==> src/pkg/fwlsp_regs.svh <==
// Constants of the flash command and sector protection block.
// Assumes inclusion by bare name; definitions only.
`ifndef FWLSP_REGS_SVH
`define FWLSP_REGS_SVH

// ****************************************************************
// Opcodes
// ****************************************************************
`define FWLSP_OP_WREN      8'h06
`define FWLSP_OP_WRDI      8'h04
`define FWLSP_OP_PROT      8'h36
`define FWLSP_OP_UNPROT    8'h39
`define FWLSP_OP_PROGRAM   8'h02
`define FWLSP_OP_ERASE_4K  8'h20
`define FWLSP_OP_ERASE_32K 8'h52
`define FWLSP_OP_ERASE_64K 8'hD8
`define FWLSP_OP_CHIP_A    8'h60
`define FWLSP_OP_CHIP_B    8'hC7
`define FWLSP_OP_WSR       8'h01

// ****************************************************************
// Frame byte counts (opcode, address, first data byte, status) and last bit index
// ****************************************************************
`define FWLSP_CNT_OPCODE   3'h1
`define FWLSP_CNT_ADDR     3'h4
`define FWLSP_CNT_DATA     3'h5
`define FWLSP_CNT_STATUS   3'h2
`define FWLSP_BIT_LAST     3'h7

// ****************************************************************
// Sector layout and reset values
// ****************************************************************
`define FWLSP_SECTOR_LSB   17
`define FWLSP_FLAG_PROT    1'b1
`define FWLSP_FLAG_OPEN    1'b0
`define FWLSP_WEN_RST      1'b0

`endif

==> src/pkg/fwlsp_pkg.sv <==
// Types shared by the flash command and sector protection block.
// Assumes nothing of its surroundings.
package fwlsp_pkg;

    // Command parser states, one-hot
    typedef enum logic [3:0] {
        FWLSP_S_IDLE = 4'h1,
        FWLSP_S_ADDR = 4'h2,
        FWLSP_S_DATA = 4'h4,
        FWLSP_S_TAIL = 4'h8
    } fwlsp_state_t;

endpackage

==> src/rtl/fwlsp_top.sv <==
// Write-enable latch and per-sector protection flags of a serial flash.
// Assumes the lock bit and the engines outside run on the same clock
// and that the link pins are asynchronous to it.
`timescale 1ns/10ps
`default_nettype none
`include "fwlsp_regs.svh"

// Behaviour
// [RULE1] Guarded commands run only if the write-enable latch was already set.
// [RULE2] Opcode 06h, completed, sets the latch at frame end; extra bytes ignored.
// [RULE3] A partial enable or disable opcode leaves the latch unchanged.
// [RULE4] Opcode 04h, completed, clears the latch at frame end.
// [RULE5] A completed write disable also ends sequential programming mode.
// [RULE6] Reset sets every sector flag to protected.
// [RULE7] Flag zero allows program and erase; flag one blocks both.
// [RULE8] Opcode 36h plus three address bytes protects the addressed sector.
// [RULE9] A completed protect or unprotect also clears the latch.
// [RULE10] Opcode 39h plus three address bytes unprotects the addressed sector.
// [RULE11] Address cut short: flags unchanged, latch cleared.
// [RULE12] While flags are locked, protect and unprotect only clear the latch.
// [RULE13] Program or block erase into a protected sector is dropped.
// [RULE14] Chip erase with any sector protected is dropped and clears the latch.
// [RULE15] Bytes arrive MSB first on rising serial clock, one frame per command.
module fwlsp_top #(
    parameter int NSEC = 16                      // Number of physical sectors
) (
    input  wire logic            clock,          // System clock, 10 MHz
    input  wire logic            rstn,           // Async reset, active low
    input  wire logic            cs_n,           // Chip select pin, active low
    input  wire logic            sck,            // Serial clock pin
    input  wire logic            si,             // Serial data in pin
    input  wire logic            protection_flags_lock, // Flags locked
    output logic                 write_enable_latch,    // Latch state
    output logic [NSEC-1:0]      sector_flags,   // 1 = sector protected
    output logic                 seq_mode_exit,  // Pulse: leave sequential mode
    output logic                 exec_start,     // Pulse: start program/erase
    output logic [7:0]           exec_opcode,    // Opcode of started operation
    output logic [23:0]          exec_addr,      // Address of started operation
    output logic                 status_write    // Pulse: status write allowed
);

    localparam int SW = (NSEC > 1) ? $clog2(NSEC) : 1;

    // ****************************************************************
    // Declarations
    // ****************************************************************
    fwlsp_pkg::fwlsp_state_t state_q;
    logic [2:0]        cnt_q;
    logic [7:0]        opcode_q;
    logic [23:0]       addr_q;
    logic              rx_valid;
    logic [7:0]        rx_byte;
    logic              rx_end;
    logic              wen_q, wen_d;
    logic [NSEC-1:0]   flags_q, flags_d;
    logic              seq_d, exec_d, wsr_d;
    logic [SW-1:0]     sec_w;
    logic              op_done, addr_done, data_done;

    // Sector holding a 24-bit address
    function automatic logic [SW-1:0] sector_of(input logic [23:0] a);
        sector_of = a[`FWLSP_SECTOR_LSB +: SW];
    endfunction

    // Commands that carry three address bytes
    function automatic logic has_addr(input logic [7:0] op);
        has_addr = (op == `FWLSP_OP_PROT) || (op == `FWLSP_OP_UNPROT) ||
                   (op == `FWLSP_OP_PROGRAM) || (op == `FWLSP_OP_ERASE_4K) ||
                   (op == `FWLSP_OP_ERASE_32K) || (op == `FWLSP_OP_ERASE_64K);
    endfunction

    // ****************************************************************
    // Receiver
    // ****************************************************************
    fwlsp_rx u_rx (
        .clock      (clock),
        .rstn       (rstn),
        .cs_n       (cs_n),
        .sck        (sck),
        .si         (si),
        .byte_valid (rx_valid),
        .byte_data  (rx_byte),
        .frame_end  (rx_end)
    );

    // ****************************************************************
    // Frame parser
    // ****************************************************************
    // Byte count saturates once a data byte is seen; later bytes ignored
    always_ff @(posedge clock or negedge rstn) begin
        if (!rstn) begin
            cnt_q <= 3'h0;
        end else if (rx_end) begin
            cnt_q <= 3'h0;
        end else if (rx_valid && cnt_q != `FWLSP_CNT_DATA) begin
            cnt_q <= cnt_q + 3'h1;
        end
    end

    // Parser state returns to idle at every frame end
    always_ff @(posedge clock or negedge rstn) begin
        if (!rstn) begin
            state_q <= fwlsp_pkg::FWLSP_S_IDLE;
        end else if (rx_end) begin
            state_q <= fwlsp_pkg::FWLSP_S_IDLE;  // RULE13
        end else if (rx_valid) begin
            case (state_q)
                fwlsp_pkg::FWLSP_S_IDLE: begin
                    if (has_addr(rx_byte)) begin
                        state_q <= fwlsp_pkg::FWLSP_S_ADDR;
                    end else begin
                        state_q <= fwlsp_pkg::FWLSP_S_TAIL;
                    end
                end
                fwlsp_pkg::FWLSP_S_ADDR: begin
                    if (cnt_q == `FWLSP_CNT_ADDR - 3'h1) begin
                        state_q <= fwlsp_pkg::FWLSP_S_DATA;
                    end
                end
                fwlsp_pkg::FWLSP_S_DATA: begin
                    state_q <= fwlsp_pkg::FWLSP_S_DATA;
                end
                fwlsp_pkg::FWLSP_S_TAIL: begin
                    state_q <= fwlsp_pkg::FWLSP_S_TAIL;  // RULE2
                end
                default: begin
                    state_q <= fwlsp_pkg::FWLSP_S_IDLE;
                end
            endcase
        end
    end

    // Opcode and address capture, address MSB byte first
    always_ff @(posedge clock or negedge rstn) begin
        if (!rstn) begin
            opcode_q <= 8'h00;
            addr_q   <= 24'h000000;
        end else if (rx_valid) begin
            if (state_q == fwlsp_pkg::FWLSP_S_IDLE) begin
                opcode_q <= rx_byte;
            end else if (state_q == fwlsp_pkg::FWLSP_S_ADDR) begin
                addr_q <= {addr_q[15:0], rx_byte};  // RULE15
            end
        end
    end

    assign op_done   = (cnt_q >= `FWLSP_CNT_OPCODE);
    assign addr_done = (cnt_q >= `FWLSP_CNT_ADDR);
    assign data_done = (cnt_q >= `FWLSP_CNT_DATA);
    assign sec_w     = sector_of(addr_q);

    // ****************************************************************
    // Command decision at frame end
    // ****************************************************************
    // Everything acts only at chip select release, so a cut frame never
    // leaves half an update behind
    always_comb begin
        wen_d   = wen_q;
        flags_d = flags_q;
        seq_d   = 1'b0;
        exec_d  = 1'b0;
        wsr_d   = 1'b0;
        if (rx_end && op_done) begin
            case (opcode_q)
                `FWLSP_OP_WREN: begin
                    wen_d = 1'b1;  // RULE2
                end
                `FWLSP_OP_WRDI: begin
                    wen_d = 1'b0;  // RULE4
                    seq_d = 1'b1;  // RULE5
                end
                `FWLSP_OP_PROT: begin
                    if (addr_done && wen_q && !protection_flags_lock) begin
                        flags_d[sec_w] = `FWLSP_FLAG_PROT;  // RULE8
                    end
                    wen_d = 1'b0;  // RULE9 RULE11 RULE12
                end
                `FWLSP_OP_UNPROT: begin
                    if (addr_done && wen_q && !protection_flags_lock) begin
                        flags_d[sec_w] = `FWLSP_FLAG_OPEN;  // RULE10
                    end
                    wen_d = 1'b0;  // RULE9 RULE11 RULE12
                end
                `FWLSP_OP_PROGRAM: begin
                    exec_d = wen_q && data_done && !flags_q[sec_w];  // RULE1 RULE7
                    wen_d  = 1'b0;
                end
                `FWLSP_OP_ERASE_4K, `FWLSP_OP_ERASE_32K,
                `FWLSP_OP_ERASE_64K: begin
                    exec_d = wen_q && addr_done && !flags_q[sec_w];  // RULE1 RULE13
                    wen_d  = 1'b0;
                end
                `FWLSP_OP_CHIP_A, `FWLSP_OP_CHIP_B: begin
                    exec_d = wen_q && (flags_q == '0);  // RULE1 RULE14
                    wen_d  = 1'b0;  // RULE14
                end
                `FWLSP_OP_WSR: begin
                    // Opcode plus one status byte is enough here
                    wsr_d = wen_q && (cnt_q >= `FWLSP_CNT_STATUS);  // RULE1
                end
                default: begin
                    wen_d = wen_q;
                end
            endcase
        end
    end

    // ****************************************************************
    // State registers
    // ****************************************************************
    // Latch and flags; a short opcode never reaches here
    always_ff @(posedge clock or negedge rstn) begin
        if (!rstn) begin
            wen_q   <= `FWLSP_WEN_RST;
            flags_q <= {NSEC{`FWLSP_FLAG_PROT}};  // RULE6
        end else begin
            wen_q   <= wen_d;  // RULE3
            flags_q <= flags_d;
        end
    end

    // Output pulses and the operation handed to the engines
    always_ff @(posedge clock or negedge rstn) begin
        if (!rstn) begin
            seq_mode_exit <= 1'b0;
            exec_start    <= 1'b0;
            status_write  <= 1'b0;
            exec_opcode   <= 8'h00;
            exec_addr     <= 24'h000000;
        end else begin
            seq_mode_exit <= seq_d;
            exec_start    <= exec_d;
            status_write  <= wsr_d;
            if (exec_d) begin
                exec_opcode <= opcode_q;
                exec_addr   <= addr_q;
            end
        end
    end

    // Mirrors kept as flops so the ports come straight from registers
    always_ff @(posedge clock or negedge rstn) begin
        if (!rstn) begin
            write_enable_latch <= `FWLSP_WEN_RST;
            sector_flags       <= {NSEC{`FWLSP_FLAG_PROT}};
        end else begin
            write_enable_latch <= wen_d;
            sector_flags       <= flags_d;
        end
    end
endmodule
`default_nettype wire

==> src/rtl/fwlsp_rx.sv <==
// Serial byte receiver: synchronises the link pins and assembles bytes.
// Assumes the pins come from outside the clock domain and that the
// serial clock is well below a quarter of the system clock.
`timescale 1ns/10ps
`default_nettype none
`include "fwlsp_regs.svh"

module fwlsp_rx (
    input  wire logic       clock,       // System clock
    input  wire logic       rstn,        // Async reset, active low
    input  wire logic       cs_n,        // Chip select pin, active low
    input  wire logic       sck,         // Serial clock pin
    input  wire logic       si,          // Serial data pin
    output logic            byte_valid,  // Pulse: a whole byte arrived
    output logic [7:0]      byte_data,   // Byte, MSB first on the wire
    output logic            frame_end    // Pulse: chip select released
);

    logic       cs_s1_q, cs_s2_q, cs_s3_q;
    logic       sck_s1_q, sck_s2_q, sck_s3_q;
    logic       si_s1_q, si_s2_q;
    logic [2:0] bit_q;
    logic [7:0] shift_q;
    logic       rise;

    // ****************************************************************
    // Pin synchronisers
    // ****************************************************************
    // First stages feed only the second stages
    always_ff @(posedge clock or negedge rstn) begin
        if (!rstn) begin
            cs_s1_q  <= 1'b1;
            cs_s2_q  <= 1'b1;
            cs_s3_q  <= 1'b1;
            sck_s1_q <= 1'b0;
            sck_s2_q <= 1'b0;
            sck_s3_q <= 1'b0;
            si_s1_q  <= 1'b0;
            si_s2_q  <= 1'b0;
        end else begin
            cs_s1_q  <= cs_n;
            cs_s2_q  <= cs_s1_q;
            cs_s3_q  <= cs_s2_q;
            sck_s1_q <= sck;
            sck_s2_q <= sck_s1_q;
            sck_s3_q <= sck_s2_q;
            si_s1_q  <= si;
            si_s2_q  <= si_s1_q;
        end
    end

    // Data is sampled on rising serial clock edges inside a frame
    assign rise = sck_s2_q & ~sck_s3_q & ~cs_s2_q;  // RULE15

    // ****************************************************************
    // Shifter
    // ****************************************************************
    // A partial byte is dropped when the frame ends
    always_ff @(posedge clock or negedge rstn) begin
        if (!rstn) begin
            bit_q      <= 3'h0;
            shift_q    <= 8'h00;
            byte_valid <= 1'b0;
            byte_data  <= 8'h00;
        end else begin
            byte_valid <= 1'b0;
            if (cs_s2_q) begin
                bit_q <= 3'h0;
            end else if (rise) begin
                shift_q <= {shift_q[6:0], si_s2_q};  // RULE15
                bit_q   <= bit_q + 3'h1;
                if (bit_q == `FWLSP_BIT_LAST) begin
                    byte_valid <= 1'b1;
                    byte_data  <= {shift_q[6:0], si_s2_q};
                end
            end
        end
    end

    // Release of chip select closes the frame
    always_ff @(posedge clock or negedge rstn) begin
        if (!rstn) begin
            frame_end <= 1'b0;
        end else begin
            frame_end <= cs_s2_q & ~cs_s3_q;  // RULE15
        end
    end

endmodule
`default_nettype wire

==> config.mk <==
export PLATFORM = sky130hd
export DESIGN_NAME = fwlsp_top
export DESIGN_NICKNAME = d
export VERILOG_FILES = /design/src/pkg/fwlsp_pkg.sv /design/src/rtl/fwlsp_top.sv /design/src/rtl/fwlsp_rx.sv
export VERILOG_INCLUDE_DIRS = /design/src /design/src/pkg
export SDC_FILE = /design/constraint.sdc
export NUM_CORES = 1
export LEC_CHECK = 0
export ABC_AREA = 1
export BUFFER_PORTS_ARGS = -buffer_cell sky130_fd_sc_hd__clkbuf_2
export CORE_ASPECT_RATIO = 2
export CORE_UTILIZATION = 35
export CTS_CLUSTER_DIAMETER = 50
export DETAILED_ROUTE_END_ITERATION = 8
export SLEW_MARGIN = 10
export SYNTH_ARGS = -nofsm -noshare
export SYNTH_HDL_FRONTEND = slang
export SYNTH_SLANG_ARGS = --single-unit
==> constraint.sdc <==
create_clock -name clock -period 1.9 [get_ports clock]
set_input_delay 0.38 -clock clock [delete_from_list [all_inputs] [get_ports clock]]
set_output_delay 0.38 -clock clock [all_outputs]
set_load 0.01 [all_outputs]
After elaboration in Yosys (flattened, before gate mapping). Cells that the tools add are included.

Register bits after elaboration: 119. Input port bits: 6. Output and inout bits: 52.

$add $sub $neg: 2. $lt $le $gt $ge: 6. Equal/unequal tests: 27. Mux-type cells: 26. Bitwise logic cells: 10. Reductions and logical operators: 33.

Operators with widths (number): $eq A8 B6 Y1 const B (6); $mux W16 (2); $pmux W16 S2 (1); $eq A8 B7 Y1 const B (3); $eq A8 B8 Y1 const B (3); $and A16 B16 Y16 (1); $eq A8 B2 Y1 const B (2); $eq A8 B3 Y1 const B (2); $logic_not A16 Y1 (1); $mux W4 (4); $not A16 Y16 (1); $or A16 B16 Y16 (1); $pmux W4 S4 (1); $mux W3 (4); $logic_and A1 B1 Y1 (10); $mux W1 (10); $reduce_bool A2 Y1 (5); $reduce_or A9 Y1 (1); $eq A8 B1 Y1 const B (1); $reduce_and A2 Y1 (4); $add A3 B1 Y3 const B (2); $ge A3 B3 Y1 const B (2); $reduce_and A3 Y1 (2); $logic_or A1 B1 Y1 (5); 23 further kinds (30).

Longest topological paths before layout.
Depth after elaboration: 10. Depth in mapped cells: 14. Depth with buffers taken out: 13.

Cells and area by module. From an unflattened synthesis, not the netlist that was laid out.

Cell total of the unflattened synthesis: 605. Area total of the unflattened synthesis: 5322.6 um^2.

Modules (own cells, without submodules): fwlsp_top (instances 1, cells an instance 508, area an instance 4281.6 um^2, seq. area each 2298.5 um^2); fwlsp_rx (instances 1, cells an instance 97, area an instance 1041.0 um^2, seq. area each 704.4 um^2).

Least setup slack after synthesis. OpenSTA, ideal clock, no wires.

Path kind: reg-to-reg. Start point: reg cnt_q[1]. End point: reg exec_addr[0]. Library setup time: 0.117 ns. Data arrival time: 1.431 ns. Required time: 1.783 ns. Slack: 0.352 ns. Stages on the path, launching flop included: 15. Buffers on the path: 1. Cell sequence: dfrtp_1 inv_1 ha_1 inv_1 nand2_1 nor2_1 nor2_1 nor2_1 nor2_1 nand2_1 nand2_2 nand2_2 buf_4 nand2_1 nand2_1.

Word-level cells in the longest chain between the ends: 5.

RTL lines: from (decl) (line fwlsp_top.sv:48) `logic [2:0] cnt_q;`; from (signal assigned) (line fwlsp_top.sv:96) `cnt_q <= cnt_q + 3'h1;`; $ge A3 B3 Y1 (no source line); $logic_and A1 B1 Y1, on equally long branches (2 in series) (line fwlsp_top.sv:190, fwlsp_top.sv:185); $pmux W1 S3 (line fwlsp_top.sv:164) `case (opcode_q)`; $mux W1 * (line fwlsp_top.sv:163) `if (rx_end && op_done) begin`; to (signal assigned) (line fwlsp_top.sv:236) `exec_addr <= addr_q;`; to (decl) (line fwlsp_top.sv:38) `output logic [23:0] exec_addr,`.

Mark *: on every way between the ends. The rest lies on a longest branch, timed or not. A chain may end at the register's enable or synchronous reset.

Final worst setup path.
Start point: reg opcode_q[2]. End point: reg exec_addr[14].

Word-level cells in the longest chain between the ends: 4.

RTL lines: from (decl) (line fwlsp_top.sv:49) `logic [7:0] opcode_q;`; from (signal assigned) (line fwlsp_top.sv:140) `opcode_q <= rx_byte;`; $eq A8 B6 Y1 (tied with other cells) (line fwlsp_top.sv:164); $reduce_or A3 Y1 / $reduce_or A2 Y1 (equally long branches); $pmux W1 S3 * (line fwlsp_top.sv:164); $mux W1 * (line fwlsp_top.sv:163).

Marked as above.

==> results_dict.tcl <==
set metrics [dict create \
    outcome "complete, no violations" \
    synth.area.top_cells "dfrtp_1 (46%), nand2_1 (16%), dfstp_2 (9.8%), nand3_1 (6.2%), nor2_1 (4.3%)" \
    r2r_slack_ns 0.11 \
    ys_warn_count 0 \
    area_delta_synth_final_pct 24.3 \
    layoutNonFillerInstCount 934 \
    wl_um 13000 \
    topRoutingLayerUsed "met4" \
    numClockSinks 119 \
    r2r_end "exec_addr[14]" \
    grt_pass1_vias 4423 \
    cp-startpoint "opcode_q[2]" \
    ys_seq_elements 119 \
    worstPathMaxFanout 16 \
    netlist.top_cell.by_area "dfrtp_1" \
    nFillCells 1408 \
    clk_latency_ns 0.42 \
    ant_nets 0 \
    synth_top_family_by_area "simple AND/OR/NAND/NOR gates" \
    grt_pass1_wl_um 21100 \
    cts_buffers 17 \
    start_kind "flop" \
    diodes 0 \
    postSynthAreaPerCell_sq_um 8.28 \
    slew_headroom 0.689 \
    via_per_inst 4.79 \
    tightest_slew_ns 0.462 \
    crit_arrival_ns 2.10 \
    yosysMostFrequentCell "nand2_1" \
    grtUsageTotal 0.177 \
    wl_met2_um 7190 \
    synth-compound-area-share 0.0636 \
    synthSimpleGateAreaFrac 0.292 \
    die_w_um 89.4 \
    grt_max_degree 58 \
    synthAdderAreaFrac 0.0117 \
    antenna_found_initial 0 \
    rows 63 \
    gp_congestion 0.869 \
    synth-edff-count 0 \
    r2r_cells 12 \
    start_util 0.359 \
    finalHoldViolations 0 \
    synthXorXnorAreaFrac 0 \
    htreeDepth 4 \
    ys_types 30 \
    syn_area_sq_um 5350 \
    ctsRootBufferMaster "clkbuf_16" \
    finalCritPeriodShare 0.944 \
    grt-ovfl-total 0 \
    dr.pass1.iters 5 \
    power_density_nw_per_um2 879 \
    clkTransAtPathRegs_ns 0.06 \
    synth_fp_nets 657 \
    async_flop_share 1.00 \
    drc 0 \
    wirelength_met1_um 5030 \
    postSynthCellCount 646 \
    ys.flop_type "dfrtp_1" \
    vdd_drop_max_v 0.000638 \
    synth_mux_area_frac 0.00631 \
    endpoint_kind "flop" \
    required_ns 2.20 \
    drt_iter0_drc 325 \
    hold_class "input pin to flop" \
    p_total_uw 5840 \
    cts_buffer_depth 2 \
    route.met3.wl_um 382 \
    cp-endpoint "exec_addr[14]" \
    setup_viol 0 \
    core_sq_um 14900 \
    maxSlewViolCount 0 \
    min_period_ns 1.79 \
    synth_commonest_cells "nand2_1 (225), dfrtp_1 (99), nand3_1 (66), nor2_1 (62), inv_1 (47)" \
    nNetsFinal 737 \
    drive_above_1_share 0.231 \
    dpl.hpwl_um 9010 \
    die_y_um 177 \
    io_pins 58 \
    dr_total_vias 4476 \
    rsz0062_at_grt "yes" \
    io_buffers 57 \
    leakage_uw 0.00338 \
    min_from "cs_n" \
    wl_per_cell_um 13.9 \
    synth-seq-area-share 0.561 \
    fmax_ghz 0.557 \
    maxCapViolations 0 \
    synth.top_cell.area_share 0.463 \
    dpl.cell_count 888 \
    finalClockSkew_ns 0.0104 \
    dieArea_sq_um 15800 \
    cts_tree "done" \
    critical_path_class "flop to flop" \
    r2r-start "opcode_q[2]" \
]
==> worst min-delay path by stage <==
| stage | slack, ns | cells after the start | end |
|---|---|---|---|
| 4_1_cts | 0.04 | 1 | u_rx.cs_s1_q |
| 3_3_place_gp | 0.34 | 0 | u_rx.si_s2_q |
| 2_1_floorplan | 0.08 | 0 | addr_q[0] |
| 5_1_grt | 0.04 | 1 | u_rx.cs_s1_q |
| 6_report | 0.05 | 1 | u_rx.cs_s1_q |
| 3_5_place_dp | 0.34 | 0 | u_rx.si_s2_q |
==> report_power, final <==
group | internal, uW | switching, uW | leakage [uW]
Sequential | 2590 | 29.5 | 0.00156
Combinational | 48.7 | 133 | 0.00155
Clock | 1840 | 1200 | 0.000270
Total | 4490 | 1360 | 0.00338
==> worst max-delay path, cell delays in order (launching register included) <==
cell	delay, ns
dfrtp_1	0.38
inv_2	0.07
buf_4	0.14
buf_4	0.12
nor2_1	0.08
nand4_1	0.11
nand2_1	0.11
nand3_1	0.13
nand2_4	0.15
nand2_4	0.08
clkbuf_16	0.18
nand2_1	0.07
nand2_1	0.05
==> per-layer routing <==
layer	track usage	vias to the layer above
met3	0.0415	29
met5	0	-
met1	0.192	2114
li1	-	2224
met4	0.0833	0
met2	0.316	109
==> layout by cell type (no fill, tap or decap), types with 2 or more instances in the layout <==
cell type,netlist,final
a21oi_1,12,12
buf_12,0,5
buf_4,6,19
clkbuf_16,0,19
clkbuf_2,0,56
clkinv_2,0,2
clkinv_4,0,4
clkinvlp_4,0,3
dfrtp_1,99,92
dfrtp_2,0,7
dfstp_2,20,20
ha_1,5,5
inv_1,47,46
inv_2,10,11
inv_6,0,3
mux2_2,3,3
nand2_1,225,223
nand2_2,5,5
nand2_4,1,3
nand3_1,66,66
nand4_1,5,5
nor2_1,62,61
nor2_2,3,2
nor2_4,0,2
nor3_1,5,4
nor4_1,4,4
o21ai_0,40,40
o21ai_1,3,3
o22ai_1,2,2
or2_2,2,2
==> area by class of cell <==
cell class | instances | area, sq um | area share
timing repair buffer | 83 | 583 | 0.0877
tap | 195 | 244 | 0.0367
sequential | 119 | 3010 | 0.453
inverter | 57 | 214 | 0.0322
multi-input combinational | 448 | 2030 | 0.305
clock buffer | 19 | 443 | 0.0666
clock inverter | 13 | 124 | 0.0186
==> timing repair <==
item | 4_1_cts | 5_1_grt
resized for setup | 0 | 16
hold buffers | 1 | 0
buffers inserted | 0 | 11
setup endpoints to repair | 0 | 39
hold endpoints to repair | 21 | 0
==> cell families (layout without fill, tap and decap cells) <==
logic type / after synthesis / after routing
muxes: 3 / 3
adders and majority gates: 5 / 5
buffers and inverters: 79 / 172
AOI/OAI and AO/OA: 62 / 62
DFF: 119 / 119
and+or+nand+nor: 378 / 378
==> through the flow <==
stage                     hold slack, ns   util  setup WS, ns  TNS (ns)  area [sq um]
after global routing              0.0357  0.446       -0.0442    -0.826          6650
after global placement             0.336  0.396         0.147         0          5900
after CTS                         0.0357  0.435        0.0799         0          6480
after floorplan                   0.0844      -         0.352         0          5350
final                             0.0505  0.446         0.106         0          6650
after detailed placement           0.340  0.396        0.0918         0          5900
No activity file was read; power rests on OpenSTA's default activity.
